==> config.mk <==
export PLATFORM = sky130hd
export DESIGN_NAME = sdisc_top
export DESIGN_NICKNAME = d
export VERILOG_FILES = /design/src/sdisc_pkg.sv /design/src/sdisc_top.sv
export SDC_FILE = /design/constraint.sdc
export NUM_CORES = 1
export LEC_CHECK = 0
export BUFFER_PORTS_ARGS = -buffer_cell sky130_fd_sc_hd__buf_2
export CAP_MARGIN = 20
export CORE_MARGIN = 10
export CORE_UTILIZATION = 56
export CTS_BUF_LIST = sky130_fd_sc_hd__clkbuf_8
export DETAILED_ROUTE_END_ITERATION = 16
export GPL_ROUTABILITY_DRIVEN = 1
export GPL_TIMING_DRIVEN = 0
export PLACE_DENSITY = 0.82
export SYNTH_ARGS = -nofsm -noshare
export SYNTH_HDL_FRONTEND = slang
export SYNTH_SLANG_ARGS = --single-unit
export TNS_END_PERCENT = 30
==> constraint.sdc <==
create_clock -name clk_sys -period 2.3 [get_ports clk_sys]
set_input_delay 0.46 -clock clk_sys [delete_from_list [all_inputs] [get_ports clk_sys]]
set_output_delay 0.46 -clock clk_sys [all_outputs]
set_load 0.03 [all_outputs]
==> src/sdisc_pkg.sv <==
// Purpose: shared constants and types for the video I/O output, status and config block
// Assumes: 8-bit register port, 6-bit register addresses
// Notes:   swing and de-emphasis share one 2-bit index (0..3 = lightest..heaviest)
package sdisc_pkg;

  // ************************************************
  // register offsets
  // ************************************************
  localparam logic [5:0] SDISC_MUTE_THR_ADDR = 6'h03;
  localparam logic [5:0] SDISC_OUT_CTRL_ADDR = 6'h04;
  localparam logic [5:0] SDISC_HOST_DRV_ADDR = 6'h05;
  localparam logic [5:0] SDISC_PIN_CFG_ADDR  = 6'h06;
  localparam logic [5:0] SDISC_INT_MASK_ADDR = 6'h07;
  localparam logic [5:0] SDISC_INT_STAT_ADDR = 6'h08;
  localparam logic [5:0] SDISC_BOOST_ADDR    = 6'h25;

  // ************************************************
  // field positions
  // ************************************************
  localparam int SDISC_INV_BIDIR_BIT = 0;
  localparam int SDISC_INV_AUX_BIT   = 1;
  localparam int SDISC_INV_HOST_BIT  = 2;
  localparam int SDISC_EDGE_OVR_BIT  = 3;
  localparam int SDISC_EDGE_LSB      = 4;
  localparam int SDISC_SWING_LSB     = 0;
  localparam int SDISC_DEM_LSB       = 2;
  localparam int SDISC_SWING_OVR_BIT = 4;
  localparam int SDISC_DEM_OVR_BIT   = 5;

  localparam int SDISC_INT_LINE_LOST  = 0;
  localparam int SDISC_INT_LINE_BACK  = 1;
  localparam int SDISC_INT_HOST_LOST  = 2;
  localparam int SDISC_INT_HOST_BACK  = 3;
  localparam int SDISC_INT_EYE_LOW    = 4;
  localparam int SDISC_INT_LOCK_GAIN  = 5;
  localparam int SDISC_INT_LOCK_LOSS  = 6;
  localparam int SDISC_INT_COUNT      = 7;

  // ************************************************
  // reset values
  // ************************************************
  localparam logic [7:0] SDISC_OUT_CTRL_RST = 8'h00;
  localparam logic [7:0] SDISC_HOST_DRV_RST = 8'h05;
  localparam logic [6:0] SDISC_INT_MASK_RST = 7'h00;
  localparam logic [5:0] SDISC_MUTE_THR_RST = 6'h37;

  // ************************************************
  // encodings
  // ************************************************
  typedef enum logic [1:0]
  {
    SDISC_RATE_NONE = 2'b00,
    SDISC_RATE_3G   = 2'b01,
    SDISC_RATE_HD   = 2'b11,
    SDISC_RATE_SD   = 2'b10
  } sdisc_rate_t;

  typedef enum logic [1:0]
  {
    SDISC_EDGE_59PS  = 2'b00,
    SDISC_EDGE_60PS  = 2'b01,
    SDISC_EDGE_550PS = 2'b11
  } sdisc_edge_t;

  typedef enum logic [1:0]
  {
    SDISC_PIN_LOCK    = 2'b00,
    SDISC_PIN_CARRIER = 2'b01,
    SDISC_PIN_INTR    = 2'b11
  } sdisc_pinfn_t;

  // index 0: 400 mVp-p / 0 dB, 1: 570 / -0.4, 2: 660 / -2.1, 3: 830 / -4.4
  localparam logic [1:0] SDISC_LVL_H = 2'd0;
  localparam logic [1:0] SDISC_LVL_F = 2'd1;
  localparam logic [1:0] SDISC_LVL_R = 2'd2;
  localparam logic [1:0] SDISC_LVL_L = 2'd3;

endpackage

==> src/sdisc_top.sv <==
// Purpose: output edge rate, polarity, host driver level, status pin and mute control
// Assumes: inputs synchronous to clk_sys; register port is the serial port's parallel side
// Notes:   all outputs except status_pin_o (tied low) are registered, one cycle behind their inputs, two behind a register write
module sdisc_top
  import sdisc_pkg::*;
(
  input  wire logic       clk_sys,
  input  wire logic       sys_rst,
  input  wire logic [5:0] reg_addr,
  input  wire logic [7:0] reg_wdata,
  input  wire logic       reg_wr,
  input  wire logic       reg_rd,
  output logic      [7:0] reg_rdata,
  input  wire logic       direction_select,
  input  wire logic       reclock_bypass,
  input  wire logic       cdr_locked,
  input  wire logic [1:0] rate_code,
  input  wire logic       line_signal_found,
  input  wire logic       host_input_found,
  input  wire logic       adapt_done,
  input  wire logic       line_signal_loss,
  input  wire logic       host_signal_loss,
  input  wire logic       eye_width_low,
  input  wire logic       eye_height_low,
  input  wire logic [5:0] cable_boost_index,
  input  wire logic [3:0] host_level_strap,
  input  wire logic       host_output_select,
  output logic      [1:0] line_edge_rate,
  output logic            line_bidir_invert,
  output logic            line_aux_invert,
  output logic            host_output_invert,
  output logic            host_output_enable,
  output logic            host_output_loopback,
  output logic      [1:0] output_swing,
  output logic      [1:0] deemphasis_level,
  output logic            status_pin_o,
  output logic            status_pin_oe,
  output logic            mute_outputs
);

  // ************************************************
  // state
  // ************************************************
  typedef struct packed
  {
    logic [7:0] out_ctrl_reg;
    logic [7:0] host_drv_reg;
    logic [1:0] pin_cfg_reg;
    logic [6:0] int_mask_reg;
    logic [5:0] mute_thr_reg;
    logic [6:0] int_stat_reg;
    logic       line_loss_reg;
    logic       host_loss_reg;
    logic       lock_reg;
    logic [7:0] rdata_reg;
    logic [1:0] edge_reg;
    logic [1:0] swing_reg;
    logic [1:0] dem_reg;
    logic [2:0] inv_reg;
    logic       host_en_reg;
    logic       loopback_reg;
    logic       pin_low_reg;
    logic       mute_reg;
  } sdisc_state_t;

  sdisc_state_t s_reg;
  sdisc_state_t s_next;

  // strap level one-hot {l, r, f, h} to index; unknown mixes fall to the nominal level
  function automatic logic [1:0] sdisc_strap_code(input logic [3:0] lvl);
    logic [1:0] code;
    code = SDISC_LVL_F;
    if (lvl == 4'b0001)
      code = SDISC_LVL_H;
    else if (lvl == 4'b0100)
      code = SDISC_LVL_R;
    else if (lvl == 4'b1000)
      code = SDISC_LVL_L;
    return code;
  endfunction

  function automatic logic sdisc_hit(input logic [5:0] a, input logic [5:0] target, input logic strobe);
    return strobe && (a == target);
  endfunction

  logic       eq_mode;
  logic       rate_ok;
  logic       carrier_ok;
  logic       stat_read;
  logic [1:0] strap_code;
  logic [1:0] auto_edge;
  logic [6:0] int_events;

  // ************************************************
  // next state
  // ************************************************
  always_comb
  begin
    s_next     = s_reg;
    eq_mode    = !direction_select;
    rate_ok    = cdr_locked && (rate_code != SDISC_RATE_NONE);
    stat_read  = sdisc_hit(reg_addr, SDISC_INT_STAT_ADDR, reg_rd);
    strap_code = sdisc_strap_code(host_level_strap);

    // register writes
    if (sdisc_hit(reg_addr, SDISC_MUTE_THR_ADDR, reg_wr))
      s_next.mute_thr_reg = reg_wdata[5:0];
    else if (sdisc_hit(reg_addr, SDISC_OUT_CTRL_ADDR, reg_wr))
      s_next.out_ctrl_reg = {2'b00, reg_wdata[5:0]};
    else if (sdisc_hit(reg_addr, SDISC_HOST_DRV_ADDR, reg_wr))
      s_next.host_drv_reg = {2'b00, reg_wdata[5:0]};
    else if (sdisc_hit(reg_addr, SDISC_PIN_CFG_ADDR, reg_wr))
      s_next.pin_cfg_reg = reg_wdata[1:0];
    else if (sdisc_hit(reg_addr, SDISC_INT_MASK_ADDR, reg_wr))
      s_next.int_mask_reg = reg_wdata[6:0];

    // register reads, unmapped addresses read zero
    s_next.rdata_reg = 8'h00;
    if (sdisc_hit(reg_addr, SDISC_MUTE_THR_ADDR, reg_rd))
      s_next.rdata_reg = {2'b00, s_reg.mute_thr_reg};
    else if (sdisc_hit(reg_addr, SDISC_OUT_CTRL_ADDR, reg_rd))
      s_next.rdata_reg = s_reg.out_ctrl_reg;
    else if (sdisc_hit(reg_addr, SDISC_HOST_DRV_ADDR, reg_rd))
      s_next.rdata_reg = s_reg.host_drv_reg;
    else if (sdisc_hit(reg_addr, SDISC_PIN_CFG_ADDR, reg_rd))
      s_next.rdata_reg = {6'h00, s_reg.pin_cfg_reg};
    else if (sdisc_hit(reg_addr, SDISC_INT_MASK_ADDR, reg_rd))
      s_next.rdata_reg = {1'b0, s_reg.int_mask_reg};
    else if (stat_read)
      s_next.rdata_reg = {1'b0, s_reg.int_stat_reg};
    else if (sdisc_hit(reg_addr, SDISC_BOOST_ADDR, reg_rd))
      s_next.rdata_reg = {2'b00, cable_boost_index};

    // edge rate: automatic from recovered rate unless bypassed or forced
    case (rate_code)
      SDISC_RATE_3G: auto_edge = SDISC_EDGE_59PS;
      SDISC_RATE_HD: auto_edge = SDISC_EDGE_60PS;
      default:       auto_edge = SDISC_EDGE_550PS;
    endcase
    if (reclock_bypass || s_reg.out_ctrl_reg[SDISC_EDGE_OVR_BIT])
      s_next.edge_reg = s_reg.out_ctrl_reg[SDISC_EDGE_LSB +: 2];
    else
      s_next.edge_reg = auto_edge;

    s_next.inv_reg = s_reg.out_ctrl_reg[SDISC_INV_HOST_BIT:SDISC_INV_BIDIR_BIT];

    // host driver
    s_next.loopback_reg = direction_select;
    s_next.host_en_reg  = eq_mode || host_output_select;
    if (s_reg.host_drv_reg[SDISC_SWING_OVR_BIT])
      s_next.swing_reg = s_reg.host_drv_reg[SDISC_SWING_LSB +: 2];
    else if (eq_mode)
      s_next.swing_reg = strap_code;
    else
      s_next.swing_reg = SDISC_LVL_F;
    if (s_reg.host_drv_reg[SDISC_DEM_OVR_BIT])
      s_next.dem_reg = s_reg.host_drv_reg[SDISC_DEM_LSB +: 2];
    else if (eq_mode)
      s_next.dem_reg = strap_code;
    else
      s_next.dem_reg = SDISC_LVL_F;

    // interrupt sources, raw; the mask only gates the pin
    int_events                      = 7'h00;
    int_events[SDISC_INT_LINE_LOST] = eq_mode && line_signal_loss && !s_reg.line_loss_reg;
    int_events[SDISC_INT_LINE_BACK] = eq_mode && !line_signal_loss && s_reg.line_loss_reg;
    int_events[SDISC_INT_HOST_LOST] = !eq_mode && host_signal_loss && !s_reg.host_loss_reg;
    int_events[SDISC_INT_HOST_BACK] = !eq_mode && !host_signal_loss && s_reg.host_loss_reg;
    int_events[SDISC_INT_EYE_LOW]   = cdr_locked && (eye_width_low || eye_height_low);
    int_events[SDISC_INT_LOCK_GAIN] = cdr_locked && !s_reg.lock_reg;
    int_events[SDISC_INT_LOCK_LOSS] = !cdr_locked && s_reg.lock_reg;
    s_next.line_loss_reg = line_signal_loss;
    s_next.host_loss_reg = host_signal_loss;
    s_next.lock_reg      = cdr_locked;
    // a new event in the read cycle survives the clear
    s_next.int_stat_reg = (stat_read ? 7'h00 : s_reg.int_stat_reg) | int_events;

    // status pin
    carrier_ok = (eq_mode ? line_signal_found : host_input_found) && adapt_done;
    case (s_reg.pin_cfg_reg)
      SDISC_PIN_CARRIER: s_next.pin_low_reg = carrier_ok;
      SDISC_PIN_INTR:    s_next.pin_low_reg = |(s_next.int_stat_reg & s_reg.int_mask_reg);
      default:           s_next.pin_low_reg = rate_ok;
    endcase

    // threshold is in boost-index units, so it only means a length at one data rate
    s_next.mute_reg = eq_mode && (cable_boost_index > s_reg.mute_thr_reg);
  end

  always_ff @(posedge clk_sys)
  begin
    if (sys_rst)
    begin
      s_reg              <= '0;
      s_reg.out_ctrl_reg <= SDISC_OUT_CTRL_RST;
      s_reg.host_drv_reg <= SDISC_HOST_DRV_RST;
      s_reg.pin_cfg_reg  <= SDISC_PIN_LOCK;
      s_reg.int_mask_reg <= SDISC_INT_MASK_RST;
      s_reg.mute_thr_reg <= SDISC_MUTE_THR_RST;
      s_reg.edge_reg     <= SDISC_EDGE_550PS;
      s_reg.swing_reg    <= SDISC_LVL_F;
      s_reg.dem_reg      <= SDISC_LVL_F;
    end
    else
      s_reg <= s_next;
  end

  // ************************************************
  // outputs
  // ************************************************
  assign reg_rdata            = s_reg.rdata_reg;
  assign line_edge_rate       = s_reg.edge_reg;
  assign line_bidir_invert    = s_reg.inv_reg[SDISC_INV_BIDIR_BIT];
  assign line_aux_invert      = s_reg.inv_reg[SDISC_INV_AUX_BIT];
  assign host_output_invert   = s_reg.inv_reg[SDISC_INV_HOST_BIT];
  assign host_output_enable   = s_reg.host_en_reg;
  assign host_output_loopback = s_reg.loopback_reg;
  assign output_swing         = s_reg.swing_reg;
  assign deemphasis_level     = s_reg.dem_reg;
  // open drain: only ever pulls low
  assign status_pin_o         = 1'b0;
  assign status_pin_oe        = s_reg.pin_low_reg;
  assign mute_outputs         = s_reg.mute_reg;
endmodule

== Yosys cells after proc, flatten, opt, wreduce, memory -nomap -nowiden ==
Index checks and enable logic that the tools add are counted.
W data, S select, Z words.
Storage, ports and cells
  output and inout bits: 22
  bits in registers: 57
  bits of input ports: 41
Cells by class
  $lt $le $gt $ge: 1
  muxes and demuxes: 18
  eq/ne operators: 14
  reductions and logical operators: 43
  bitwise gates (word level): 6
Operator list (count)
  $mux W7: 6
  $logic_and A1 B1 Y1: 26
  $eq A6 B3 Y1 const B: 4
  $mux W2: 7
  $mux W6: 2
  $and A7 B7 Y7: 1
  $logic_not A1 Y1: 7
  $or A7 B7 Y7: 1
  $reduce_or A7 Y1: 1
  $eq A6 B2 Y1 const B: 1
  $eq A6 B4 Y1 const B: 1
  $eq A6 B6 Y1 const B: 1
  $gt A6 B6 Y1: 1
  $reduce_and A5 Y1: 1
  $eq A2 B1 Y1 const B: 2
  $eq A2 B2 Y1 const B: 2
  $eq A4 B1 Y1 const B: 1
  $eq A4 B3 Y1 const B: 1
  $eq A4 B4 Y1 const B: 1
  $not A1 Y1: 4
  $pmux W2 S2: 1
  $reduce_and A4 Y1: 1
  $logic_or A1 B1 Y1: 3
  $reduce_and A3 Y1: 1
  other kinds (5): 5

== Logic depth before layout (Yosys ltp) ==
  depth in word-level cells: 9
  depth in mapped cells: 6

== Worst setup path before layout ==
Ideal clock, no wire load.
  path type: input to register
  start point: in reg_addr[2]
  end point: reg s_reg (netlist bit reg_rdata[4])
  arrival: 1637 ps
  slack: 545 ps
  stages: 5
  cell sequence: buf_2 > nor4_1 > and3_1 > nor2_1 > a32o_1
On the way
  cells in the longest elaborated chain, start to end: 9
RTL lines
  from (decl): RTL line sdisc_top.sv:9  | input wire logic [5:0] reg_addr,
  $eq A6 B6 Y1: RTL line sdisc_top.sv:83  | return strobe && (a == target);
  $logic_and A1 B1 Y1: RTL line sdisc_top.sv:83
  $mux W6: RTL line sdisc_top.sv:131  | else if (sdisc_hit(reg_addr, SDISC_BOOST_ADDR, reg_rd))
  $mux W7: RTL line sdisc_top.sv:129  | else if (stat_read)
  $mux W7: RTL line sdisc_top.sv:127  | else if (sdisc_hit(reg_addr, SDISC_INT_MASK_ADDR, reg_rd))
  $mux W7: RTL line sdisc_top.sv:125  | else if (sdisc_hit(reg_addr, SDISC_PIN_CFG_ADDR, reg_rd))
  $mux W7: RTL line sdisc_top.sv:123  | else if (sdisc_hit(reg_addr, SDISC_HOST_DRV_ADDR, reg_rd))
  $mux W7: RTL line sdisc_top.sv:121  | else if (sdisc_hit(reg_addr, SDISC_OUT_CTRL_ADDR, reg_rd))
  $mux W6 (*): RTL line sdisc_top.sv:119  | if (sdisc_hit(reg_addr, SDISC_MUTE_THR_ADDR, reg_rd))
  to (signal assigned): RTL line sdisc_top.sv:205  | s_reg <= s_next;
  to (decl): RTL line sdisc_top.sv:66  | sdisc_state_t s_reg;
Every way passes the cells marked *; elsewhere a longest branch is shown, timed or not.
A chain may end at the register's enable or synchronous reset.

== Worst setup path in the final report ==
  start point: in reg_addr[3]
  end point: reg s_reg (netlist bit reg_rdata[1])
Same word-level chain as after synthesis.

==> flow_metrics.tcl <==
set metrics [dict create \
    drtIter0Drc 271 \
    path_clk_slew_ps 60 \
    syn_to_final_growth_pct 19.11 \
    endpoint_kind "flop" \
    rr_startpoint "s_reg[36]" \
    first_pass_iters 6 \
    cts_resized 0 \
    cp.arrival_ps 1900 \
    antenna_found_initial 0 \
    drc_errors 0 \
    drive_gt1_share_pct 25.97 \
    crit-reg2reg-capture "mute_outputs" \
    timing.final.crit_share_pct 71.28 \
    grt_pass1_wl_um 13940 \
    ys_types 55 \
    synth_area_mm2 0.002967 \
    finClkSkew_ps 4.637 \
    fin_crit_ps 1639 \
    clockBufferDepth 2 \
    portBuffers 56 \
    r2r_cells 5 \
    ios 63 \
    min_to "host_output_enable" \
    rsz0062_at_grt "false" \
    cts_buffers 9 \
    tns_ps 0 \
    final_antenna_net_count 0 \
    drv_slew 0 \
    dp.cells 467 \
    place_congestion 1.038 \
    nets 455 \
    fp.dieH_um 92.79 \
    hp-class "in -> reg" \
    ir_drop_mv 0.5468 \
    status "finished, final reports clean" \
    grt_max_degree 11 \
    tightest_slew_ps 713.0 \
    root_buffer "clkbuf_8" \
    crit_fanout 7 \
    hold_viol_final 0 \
    stdcell_count 482 \
    setup_viol 0 \
    netlist_instances 340 \
    largest_reg_flops 34 \
    hp-start "host_output_select" \
    initial_core_util_pct 58.08 \
    crit_type "in -> reg" \
    ys.flop_type "dfxtp_1" \
    wirelength_um 8893 \
    async_flop_share_pct 0 \
    wl_per_cell_um 18.45 \
    rows 26 \
    die-area_mm2 0.008609 \
    worst_setup_path_start_kind "primary input" \
    grt-ovfl-total 0 \
    routed_via_density 5.724 \
    insertion_delay_ps 350 \
    drv_cap 0 \
    num_antenna_cells 0 \
    ys_warn_count 0 \
    cts_hold_buf 0 \
    p_per_area_mw_per_mm2 624.6 \
    hold_depth 3 \
    ys_ff_latch 57 \
    grt_pass1_vias 2731 \
    grt.total_usage_pct 20.83 \
    clkSinkCount 57 \
    cp.required_ps 2560 \
    core_area_mm2 0.005107 \
    avgSynthCellArea_um2 8.725 \
    cts-htree-levels 3 \
    power_leakage_uw 0.001637 \
    hpwlAfterDp_um 6741 \
    max_slew_margin_pct 52.10 \
    synth_edf_count 0 \
    cts_tree "built" \
    rrSetupSlack_ps 800 \
    max_freq_mhz 610.0 \
    die_x_um 92.79 \
    vias 2759 \
    ys_seq_area_share_pct 38.46 \
    cts_setup_buffers 0 \
]
## metal layers
metal / GRT usage, % / up-vias / part of all wire (%)
li1: - / 1334 / -
met1: 25.32 / 1283 / 42
met2: 33.06 / 121 / 46
met3: 6.699 / 21 / 9.4
met4: 8.740 / 0 / 2.0
met5: 0 / - / 0
## how the worst max path moves through the flow
stage	start	endpoint	slack [ps]	cells past startpoint
3_5_place_dp	reg_addr[3]	reg_rdata[1]	310	5
2_1_floorplan	reg_addr[2]	reg_rdata[4]	550	5
5_1_grt	reg_addr[3]	reg_rdata[1]	550	5
3_3_place_gp	reg_addr[3]	reg_rdata[0]	340	5
4_1_cts	reg_addr[2]	s_reg[35]	680	5
6_report	reg_addr[3]	reg_rdata[1]	660	5
## area by class of cell
| type | count | area [um^2] |
|---|---|---|
| sequential | 57 | 1141 |
| timing repair buffer | 56 | 280.3 |
| inverter | 18 | 67.56 |
| clock buffer | 11 | 151.4 |
| buffer | 31 | 183.9 |
| fill | 442 | 1574 |
| multi-input combinational | 235 | 1578 |
| clock inverter | 4 | 43.79 |
| tap | 70 | 87.58 |
## cell usage in the layout (no fill, tap or decap), drive strengths merged, types with 13 or more instances in the layout
master   n
nor2    32
nand3   23
clkbuf  20
nand2   27
a21oi   19
o21ai   13
mux2i   23
buf     78
dfxtp   57
inv     19
## cells in the mapped netlist, types with 4 or more instances
cell / count / area share, %
a21oi_1: 19 / 3.2
a22oi_1: 4 / 1.0
a32o_1: 4 / 1.3
and3_1: 5 / 1.1
buf_2: 6 / 1.0
buf_4: 16 / 4.0
clkbuf_1: 9 / 1.1
dfxtp_1: 57 / 38
ha_1: 6 / 2.5
inv_1: 18 / 2.3
mux2i_1: 23 / 7.8
nand2_1: 27 / 3.4
nand2b_1: 6 / 1.3
nand3_1: 19 / 3.2
nand3_2: 4 / 1.3
nand3b_1: 6 / 1.5
nor2_1: 32 / 4.0
nor2b_1: 11 / 2.3
o2111ai_1: 4 / 1.2
o21ai_0: 13 / 2.2
## report_power, final
group / internal (uW) / switching, uW / leakage [uW]
clock: 545 / 402 / 0.000106
sequential: 1010 / 14.3 / 0.000463
combinational: 89.2 / 149 / 0.00107
total: 1640 / 565 / 0.00164
## metrics by stage
stage | utilization (%) | worst slack [ps] | hold WS (ps) | total power, uW | cell area, um^2
final | 69.18 | 660.6 | 351.4 | 2207 | 3533
after global routing | 69.18 | 546.7 | 354.8 | 2274 | 3533
after CTS | 69.18 | 681.2 | 347.1 | 2206 | 3533
after detailed placement | 65.36 | 313.1 | 463.6 | 1278 | 3338
after global placement | 65.36 | 336.1 | 453.8 | 1273 | 3338
after floorplan | - | 545.3 | 435.8 | 1174 | 2970
## worst max-delay path, cell delays in order
cell,delay (ps)
buf_2,150
nand3b_1,200
nor3_1,570
nand3_1,220
a311oi_2,290
## kinds of logic after synthesis
kind of cell	after synthesis	synth area share (%)
adder cells (fa/ha/maj)	6	2.531
other	1	0.1264
multiplexers	24	8.140
AO/OA/AOI/OAI	65	15.35
flip-flops	57	38.46
XOR/XNOR	2	0.5906
buffers and inverters	49	8.477
AND/OR/NAND/NOR	136	26.32
No activity file was read; power rests on OpenSTA's default activity.
